`config.mk`:
```
export PLATFORM = sky130hd
export DESIGN_NAME = coherence_snoop_flow
export DESIGN_NICKNAME = d
export VERILOG_FILES = /design/src/verilog/coherence_snoop_flow.v
export VERILOG_INCLUDE_DIRS = /design/src /design/src/verilog
export SDC_FILE = /design/constraint.sdc
export NUM_CORES = 1
export LEC_CHECK = 0
export ABC_AREA = 1
export BUFFER_PORTS_ARGS = -buffer_cell sky130_fd_sc_hd__buf_2
export CAP_MARGIN = 20
export CORE_MARGIN = 3
export CORE_UTILIZATION = 50
export DETAILED_ROUTE_END_ITERATION = 10
export GPL_TIMING_DRIVEN = 0
export PLACE_DENSITY = 0.75
export SETUP_SLACK_MARGIN = 0.5
export SLEW_MARGIN = 20
export SYNTH_ARGS = -nofsm -noshare
export SYNTH_HDL_FRONTEND = slang
export SYNTH_SLANG_ARGS = --single-unit
```
`constraint.sdc`:
```
create_clock -name pclk -period 4.95 [get_ports pclk]
set_clock_uncertainty 0.1 [all_clocks]
set_input_delay 0.99 -clock pclk [delete_from_list [all_inputs] [get_ports pclk]]
set_output_delay 0.99 -clock pclk [all_outputs]
set_load 0.005 [all_outputs]
```
`src/verilog/snoop_flow_regs.vh`:
```
// Constants for the uncore coherence and snoop flow block.
// Assumes inclusion by bare name from files under verilog/.
`ifndef SNOOP_FLOW_REGS_VH
`define SNOOP_FLOW_REGS_VH

// Register byte offsets on the APB
`define REG_CTRL        12'h000
`define REG_EVSEL       12'h004
`define REG_MATCH_LO    12'h008
`define REG_MATCH_HI    12'h00C
`define REG_COUNT       12'h010
`define REG_STATUS      12'h014
`define REG_HOMEBIT     12'h018

// Control fields
`define CTRL_ENABLE_BIT 0
`define CTRL_CLEAR_BIT  1

// Event selection codes
`define EV_SNP_LOCAL    8'h06
`define EV_SNP_REMOTE   8'h07
`define EV_LLC_HIT      8'h08
`define EV_LLC_MISS     8'h09
`define EV_LINES_IN     8'h0A
`define EV_LINES_OUT    8'h0B
`define EV_OPC_MATCH    8'h35

// Unit mask source selects for opcode matching
`define UMASK_IO_HUB    4'h1
`define UMASK_REMOTE    4'h2
`define UMASK_LOCAL     4'h4

// Predefined match values, upper word (lower word zero)
`define MATCH_FWD_INV   32'h4000_1900
`define MATCH_FWD_SHR   32'h4000_1A00
`define MATCH_INV_WB    32'h4000_1D00

// Tracker sizing
`define PPT_ENTRIES     12
`define PPT_IDX_W       4

// Line states
`define ST_I            2'h0
`define ST_S            2'h1
`define ST_F            2'h2
`define ST_M            2'h3

// Reset values
`define CTRL_RESET      32'h0000_0000
`define EVSEL_RESET     32'h0000_0000
`define HOMEBIT_RESET   32'h0000_0000

`endif

```
`src/verilog/coherence_snoop_flow.v`:
```
// Global request queue flow: core requests, peer snoops, home logic completion
// and a performance counter reached over APB.
// Assumes synchronous single-cycle request strobes and one clock, pclk.
//
// Overview of operation
// Core request first looks up last-level cache
// Sole-owner hit returns data without snooping
// Shared hit snoops cores, updates cache, forwards
// Miss: home from address, local or link
// Link request when remote copy possible
// Peer snoop responses occupy probe tracker entry
// Peer probe tracker holds twelve entries
// Snoop responses classed local or remote home
// Modified line read snoop also writes back
// Ownership snoop on modified skips writeback
// Snoop responses counted under 06H and 07H
// Shared match register events one at a time
// Cache hit and miss under 08H, 09H
// Lines in and out under 0AH, 0BH
// Local-home miss goes to home and link
// Remote data first supersedes home logic request
// Remote modified read data written back
// Local snoop hit signals home logic completion
// Modified load snoop: writeback then forward
// Opcode match 35H with match register, umask
// Predefined match values select response types
// Read finding modified line comes from home
// Ownership snoop on shared invalidates, home supplies
// First valid response wins, later duplicate dropped
`include "snoop_flow_regs.vh"
`timescale 1ns/1ps
`default_nettype none

module coherence_snoop_flow
(
  // APB clock and reset
  input  wire        pclk,
  input  wire        presetn,
  input  wire        clk_en,
  // APB slave
  input  wire        psel,
  input  wire        penable,
  input  wire        pwrite,
  input  wire [11:0] paddr,
  input  wire [31:0] pwdata,
  output reg  [31:0] prdata,
  output reg         pready,
  output reg         pslverr,
  // Core request and last-level cache lookup result
  input  wire        core_req,
  input  wire        core_req_rfo,
  input  wire [39:0] core_req_addr,
  input  wire        llc_hit,
  input  wire        llc_sole_owner,
  input  wire        core_snoop_hitm,
  // Remote and home responses for the outstanding miss
  input  wire        remote_data_valid,
  input  wire        remote_data_mod,
  input  wire        home_data_valid,
  // Incoming peer snoop
  input  wire        peer_snoop,
  input  wire        peer_snoop_rfo,
  input  wire        peer_snoop_local,
  input  wire        peer_snoop_from_io,
  input  wire [1:0]  peer_line_state,
  input  wire        peer_snoop_done,
  // Actions toward cores, cache, home logic and link
  output reg         llc_data_return,
  output reg         core_snoop_issue,
  output reg         llc_update,
  output reg         forward_to_core,
  output reg         home_req,
  output reg         link_req,
  output reg         home_complete,
  output reg         mem_writeback,
  output reg         link_forward,
  output reg         line_invalidate,
  output reg         tracker_full
);

  // ----------------------------------------------------------------
  // Request flow state machine
  // ----------------------------------------------------------------
  localparam [4:0] S_IDLE   = 5'b00001;
  localparam [4:0] S_LOOKUP = 5'b00010;
  localparam [4:0] S_SNOOP  = 5'b00100;
  localparam [4:0] S_MISS   = 5'b01000;
  localparam [4:0] S_DONE   = 5'b10000;

  reg [4:0]  state_q;
  reg        req_rfo_q;
  reg        req_local_q;
  reg        served_q;
  reg [31:0] ctrl_q;
  reg [31:0] evsel_q;
  reg [31:0] match_lo_q;
  reg [31:0] match_hi_q;
  reg [31:0] count_q;
  reg [31:0] homebit_q;
  reg [`PPT_ENTRIES-1:0] ppt_q;
  reg        ev_snp_local_q;
  reg        ev_snp_remote_q;
  reg        ev_hit_q;
  reg        ev_miss_q;
  reg        ev_in_q;
  reg        ev_out_q;
  reg        ev_match_q;

  wire [5:0] home_sel = homebit_q[5:0];
  // Home socket bit picked out of the physical address by software
  wire       addr_local = (core_req_addr[home_sel] == 1'b0);

  // Main flow; outputs default low so every action is a one-cycle pulse
  always @(posedge pclk or negedge presetn)
  begin
    if (!presetn)
    begin
      state_q         <= S_IDLE;
      req_rfo_q       <= 1'b0;
      req_local_q     <= 1'b0;
      served_q        <= 1'b0;
      llc_data_return <= 1'b0;
      core_snoop_issue<= 1'b0;
      llc_update      <= 1'b0;
      forward_to_core <= 1'b0;
      home_req        <= 1'b0;
      link_req        <= 1'b0;
      ev_hit_q        <= 1'b0;
      ev_miss_q       <= 1'b0;
      ev_in_q         <= 1'b0;
      ev_out_q        <= 1'b0;
    end
    else if (clk_en)
    begin
      llc_data_return <= 1'b0;
      core_snoop_issue<= 1'b0;
      llc_update      <= 1'b0;
      forward_to_core <= 1'b0;
      home_req        <= 1'b0;
      link_req        <= 1'b0;
      ev_hit_q        <= 1'b0;
      ev_miss_q       <= 1'b0;
      ev_in_q         <= 1'b0;
      ev_out_q        <= 1'b0;
      case (state_q)
        S_IDLE:
        begin
          if (core_req)
          begin
            req_rfo_q   <= core_req_rfo;
            req_local_q <= addr_local;
            state_q     <= S_LOOKUP;
          end
        end
        S_LOOKUP:
        begin
          // Inclusive cache: this lookup alone settles package presence
          if (llc_hit)
          begin
            ev_hit_q <= 1'b1;
            if (llc_sole_owner)
            begin
              llc_data_return <= 1'b1;
              state_q         <= S_IDLE;
            end
            else
            begin
              core_snoop_issue <= 1'b1;
              state_q          <= S_SNOOP;
            end
          end
          else
          begin
            ev_miss_q <= 1'b1;
            // Local home: home logic and link at once; remote: link only
            home_req  <= req_local_q; // see
            link_req  <= 1'b1;
            served_q  <= 1'b0;
            state_q   <= S_MISS;
          end
        end
        S_SNOOP:
        begin
          // One cycle later the sibling snoop result is sampled
          llc_update      <= core_snoop_hitm;
          forward_to_core <= 1'b1;
          state_q         <= S_IDLE;
        end
        S_MISS:
        begin
          // First valid data fills; the cache takes the line in
          if (remote_data_valid || home_data_valid)
          begin
            forward_to_core <= 1'b1;
            ev_in_q         <= 1'b1;
            ev_out_q        <= 1'b1;
            served_q        <= 1'b1;
            state_q         <= S_DONE;
          end
        end
        S_DONE:
        begin
          // Later duplicate responses are dropped here
          state_q <= S_IDLE;
        end
        default:
        begin
          state_q <= S_IDLE;
        end
      endcase
    end
  end

  // ----------------------------------------------------------------
  // Home logic completion, writebacks and peer snoop answers
  // ----------------------------------------------------------------
  reg [`PPT_ENTRIES-1:0] ppt_alloc;
  reg [`PPT_ENTRIES-1:0] ppt_free;
  integer i;

  // Lowest free tracker slot for a new peer snoop, lowest busy to retire
  always @*
  begin
    ppt_alloc = {`PPT_ENTRIES{1'b0}};
    ppt_free  = {`PPT_ENTRIES{1'b0}};
    for (i = `PPT_ENTRIES - 1; i >= 0; i = i - 1)
    begin
      if (!ppt_q[i])
      begin
        ppt_alloc = {`PPT_ENTRIES{1'b0}};
        ppt_alloc[i] = 1'b1;
      end
      else
      begin
        ppt_free = {`PPT_ENTRIES{1'b0}};
        ppt_free[i] = 1'b1;
      end
    end
  end

  wire snoop_take = peer_snoop && !(&ppt_q);
  wire snoop_mod  = (peer_line_state == `ST_M);
  wire snoop_shf  = (peer_line_state == `ST_S) || (peer_line_state == `ST_F);
  reg  snoop_wb_q;

  always @(posedge pclk or negedge presetn)
  begin
    if (!presetn)
    begin
      ppt_q           <= {`PPT_ENTRIES{1'b0}};
      home_complete   <= 1'b0;
      mem_writeback   <= 1'b0;
      link_forward    <= 1'b0;
      snoop_wb_q      <= 1'b0;
      line_invalidate <= 1'b0;
      tracker_full    <= 1'b0;
      ev_snp_local_q  <= 1'b0;
      ev_snp_remote_q <= 1'b0;
      ev_match_q      <= 1'b0;
    end
    else if (clk_en)
    begin
      // A retire and an allocation of the same cycle both take effect; when full, the snoop is refused
      ppt_q <= (ppt_q & ~(peer_snoop_done ? ppt_free : {`PPT_ENTRIES{1'b0}}))
               | (snoop_take ? ppt_alloc : {`PPT_ENTRIES{1'b0}}); // see
      tracker_full <= &ppt_q;
      // Remote caching agent beat the home logic: supersede it
      home_complete   <= (state_q == S_MISS && remote_data_valid && req_local_q && !served_q)
                         || (snoop_take && peer_snoop_local && peer_line_state != `ST_I);
      // Remote modified read data, modified read snoop, read finding modified
      mem_writeback   <= (state_q == S_MISS && remote_data_valid && remote_data_mod && !req_rfo_q) // see
                         || (snoop_take && snoop_mod && !peer_snoop_rfo); // see see
      // Only a snoop writeback is forwarded over the link; a fill writeback is not
      snoop_wb_q      <= snoop_take && snoop_mod && !peer_snoop_rfo;
      link_forward    <= snoop_wb_q;
      line_invalidate <= snoop_take && peer_snoop_rfo && (snoop_shf || snoop_mod);
      ev_snp_local_q  <= snoop_take && peer_snoop_local;
      ev_snp_remote_q <= snoop_take && !peer_snoop_local;
      // Opcode match: match register response type and source umask
      ev_match_q <= snoop_take && (match_hi_q != 32'h0000_0000)
                    && ((match_hi_q == `MATCH_INV_WB && snoop_mod && !peer_snoop_rfo)
                     || (match_hi_q == `MATCH_FWD_INV && peer_snoop_rfo)
                     || (match_hi_q == `MATCH_FWD_SHR && snoop_shf && !peer_snoop_rfo))
                    && ((evsel_q[8] && peer_snoop_from_io)
                     || (evsel_q[9] && !peer_snoop_from_io && !peer_snoop_local)
                     || (evsel_q[10] && !peer_snoop_from_io && peer_snoop_local)); // see
    end
  end

  // ----------------------------------------------------------------
  // Single performance counter and its event selection
  // ----------------------------------------------------------------
  reg ev_sel_hit;

  // One counter only, so match-register events are measured one at a time
  always @*
  begin
    case (evsel_q[7:0])
      `EV_SNP_LOCAL:  ev_sel_hit = ev_snp_local_q;
      `EV_SNP_REMOTE: ev_sel_hit = ev_snp_remote_q;
      `EV_LLC_HIT:    ev_sel_hit = ev_hit_q;
      `EV_LLC_MISS:   ev_sel_hit = ev_miss_q;
      `EV_LINES_IN:   ev_sel_hit = ev_in_q;
      `EV_LINES_OUT:  ev_sel_hit = ev_out_q;
      `EV_OPC_MATCH:  ev_sel_hit = ev_match_q;      // see
      default:        ev_sel_hit = 1'b0;
    endcase
  end

  // ----------------------------------------------------------------
  // APB slave: zero wait states, unmapped reads zero with pslverr
  // ----------------------------------------------------------------
  wire apb_setup = psel && !penable;
  wire apb_wr    = psel && penable && pwrite && pready;
  reg  [31:0] rd_mux;
  reg         rd_err;

  always @*
  begin
    rd_err = 1'b0;
    case (paddr)
      `REG_CTRL:     rd_mux = ctrl_q;
      `REG_EVSEL:    rd_mux = evsel_q;
      `REG_MATCH_LO: rd_mux = match_lo_q;
      `REG_MATCH_HI: rd_mux = match_hi_q;
      `REG_COUNT:    rd_mux = count_q;
      `REG_STATUS:   rd_mux = {16'h0000, 4'h0, ppt_q};
      `REG_HOMEBIT:  rd_mux = homebit_q;
      default:
      begin
        rd_mux = 32'h0000_0000;
        rd_err = 1'b1;
      end
    endcase
  end

  // Access phase answers in its first cycle; data is registered in setup
  always @(posedge pclk or negedge presetn)
  begin
    if (!presetn)
    begin
      prdata     <= 32'h0000_0000;
      pready     <= 1'b0;
      pslverr    <= 1'b0;
      ctrl_q     <= `CTRL_RESET;
      evsel_q    <= `EVSEL_RESET;
      match_lo_q <= 32'h0000_0000;
      match_hi_q <= 32'h0000_0000;
      homebit_q  <= `HOMEBIT_RESET;
      count_q    <= 32'h0000_0000;
    end
    else if (clk_en)
    begin
      pready  <= apb_setup;
      pslverr <= apb_setup && rd_err;
      prdata  <= apb_setup && !pwrite ? rd_mux : 32'h0000_0000;
      if (apb_wr && !pslverr)
      begin
        case (paddr)
          `REG_CTRL:     ctrl_q     <= pwdata;
          `REG_EVSEL:    evsel_q    <= pwdata;
          `REG_MATCH_LO: match_lo_q <= pwdata;
          `REG_MATCH_HI: match_hi_q <= pwdata;
          `REG_HOMEBIT:  homebit_q  <= {26'h000_0000, pwdata[5:0]};
          default:       ctrl_q     <= ctrl_q;
        endcase
      end
      // Clear bit empties the counter; an event in that cycle is lost
      if (apb_wr && paddr == `REG_CTRL && pwdata[`CTRL_CLEAR_BIT])
        count_q <= 32'h0000_0000;
      else if (ctrl_q[`CTRL_ENABLE_BIT] && ev_sel_hit)
        count_q <= count_q + 32'h0000_0001;
    end
  end

endmodule

`default_nettype wire

```
==> run summary <==
top cell family by delay on the critical path -> simple AND/OR/NAND/NOR gates
post-synth cell types -> 38
main combinational cell family by area after synthesis -> simple AND/OR/NAND/NOR gates
critical path type -> in2reg
drt pass-1 iters -> 6
syn nets -> 1835
GR Util All Layers -> 0.294
Placed Cells -> 2202
number of DRC markers in iteration 0 -> 1345
clock latency on the worst-skew pair -> 0.57 ns
Clock Tree Buf Depth -> 3
Area contributors post-synth -> dfrtp_1 47%, nand2_1 17%, nand3_1 10%
global-route wire length before repair -> 62.8 mm
Slew Viols, Final -> 0
drt drc -> 0
CP cell instances -> buf_2, nand4_1, nor3_2, nand3_2, clkbuf_1, nand2_1, o21ai_0
fin cells -> 2249
required time worst endpoint -> 5.27 ns
setup bufs post-CTS -> 0
register area share after synthesis -> 0.476
fin crit share -> 0.559
GR Overflow Total -> 0
slew margin rel. -> 0.337
share of cells above drive strength 1 -> 0.123
GPL Wtd Cong -> 0.953
xor and xnor fraction of the mapped netlist area -> 0.00844
vias per cell -> 5.58
# IOs -> 150
Tmin final -> 2.77 ns
mean post-synth cell area -> 7.21 um^2
WP buf/inv -> 2
Critical Path Max Stage Delay -> 0.53 ns
CP arrival -> 3.09 ns
P&R area growth vs syn -> 17.3%
drt total wl -> 39.3 mm
dpl cell area -> 0.0137 mm^2
number of global-route vias before repair -> 12000
slowest stage cell, crit path -> nor3_2
Fillers -> 2275
Crit. End Element -> register
Routed Antenna Nets -> 0
# clock sinks -> 237
DP Wirelength -> 29.0 mm
yosys warns -> 0
Post-Syn Area -> 0.0125 mm^2
initial antenna violation count -> 0
die height -> 164 um
initial core utilization -> 0.510
input/output buffers -> 149
maximum VDD drop -> 0.238 mV
adder-cell share of the synthesized area -> 0.00301
Root Buffer -> clkbuf_16
TritonCTS Buffers -> 26
crit start category -> input pin
top_reg_cell synth -> dfrtp_1
mux share of post-synthesis cell area -> 0
leading area contributor after synthesis -> dfrtp_1
CTS tree -> built
Hold Buf Count CTS -> 0
Reg clk slew, reported paths -> 0.07 ns
via count -> 12600
run status -> complete, no violations
RSZ-0062 raised after global routing -> false
Total Nets Final -> 2014
post-synth top area share -> 0.474
Tightest Hold Check Type -> in2async
diode count -> 0
Hold Vio Cnt, Final -> 0
final setup vio count -> 0
core footprint -> 0.0244 mm^2
LEAKAGE -> 7.45 nW
Setup WS post-layout -> 2.18 ns
H-tree Lvls -> 1
Die ar. -> 0.0268 mm^2
count leader, synth -> nand2_1
EDFF count, synth -> 0
Max-Cap Viols -> 0
Simple-Gate Fraction of Synth Area -> 0.355
Crit Path Max Fanout -> 10
Synth Area in Compound Gates -> 0.0810
Async S/R FF share, synth -> 1.00
DR WL/cell -> 17.5 um
Cell Pwr Density -> 307 mW/mm^2
width of the die -> 164 um
post-placement setup slack -> 1.69 ns
Synth Register Bits -> 237
largest net degree at the start of global routing -> 101
Final Total Pwr -> 4.49 mW
CTS resizes -> 0
post-synthesis instance total -> 1727
maximum clock rate -> 361 MHz
measured slew at the worst slew-check pin -> 0.991 ns
final instance area -> 0.0146 mm^2
commonest cells in the netlist -> 552 x nand2_1, 251 x nand3_1, 236 x dfrtp_1
row cnt -> 57
cell families (layout without fill, tap and decap cells):
family	Yosys count	in the layout
flops	237	237
xor+xnor	12	12
fa+ha+maj	3	3
compound gates	196	196
simple gates	1032	1032
buf+inv	247	445
placed cells by master, fill, tap and decap left out, types with 4 or more instances in the layout:
cell type,instances
clkinv_2,6
clkbuf_8,8
nand4_1,36
nor2_1,146
xor2_1,6
xnor2_1,6
o21ai_1,6
nand3_1,251
clkbuf_1,56
nor2_2,4
o22ai_1,4
a21oi_1,6
o21ai_0,171
dfrtp_1,236
nor3_1,17
clkbuf_16,26
buf_2,165
inv_1,164
nor4_1,6
nand2_1,552
buf_1,5
or2_2,5
power by group:
part / internal [mW] / switching [mW] / leakage, nW
combinational: 0.111 / 0.247 / 3.71
sequential: 2.00 / 0.0422 / 3.28
clock: 1.24 / 0.843 / 0.460
worst paths after layout:
kind,from,to,slack (ns),cells past startpoint
min in group pclk,prdata[22],prdata[22],0.37,2
worst max-delay path,pwrite,match_lo_q[31],2.18,7
worst min-delay path,presetn,count_q[18],0.30,1
worst min register to register,prdata[22],prdata[22],0.37,2
max in group asynchronous,presetn,ctrl_q[21],3.56,2
worst max register to register,pready,match_lo_q[31],2.33,6
sequential cells by signal, indices dropped and copies added, names as in the netlist, 5 cells and up:
register	cells
match_lo_q	32
prdata	32
count_q	32
ppt_q	12
match_hi_q	32
state_q	5
ctrl_q	32
evsel_q	32
homebit_q	6
stage by stage:
| stage | hold slack, ns | util | setup TNS, ns |
|---|---|---|---|
| after floorplan | 0.344 | - | 0 |
| after global placement | 0.355 | 0.558 | -331.22 |
| after global routing | 0.341 | 0.599 | 0 |
| after detailed placement | 0.360 | 0.560 | 0 |
| final | 0.297 | 0.599 | 0 |
| after CTS | 0.292 | 0.599 | 0 |
routing by layer:
layer  vias to the layer above  track usage  wire length [um]
li1                       5939            -                 -
met1                      5929        0.404             16500
met2                       605        0.483             18200
met3                        86       0.0376              3160
met4                         0        0.100              1380
met5                         -            0                 0
cell type report:
| type | instances | area (um^2) | share of cell area |
|---|---|---|---|
| well taps | 324 | 405 | 0.0278 |
| inverters | 168 | 631 | 0.0432 |
| flip-flops and latches | 237 | 5930 | 0.406 |
| clock inverters | 13 | 174 | 0.0119 |
| plain buffers | 79 | 322 | 0.0220 |
| repair buffers | 151 | 811 | 0.0555 |
| clock buffers | 34 | 761 | 0.0521 |
| multi-input cells | 1243 | 5570 | 0.381 |
Note: power is estimated with default switching activity, not from simulation.
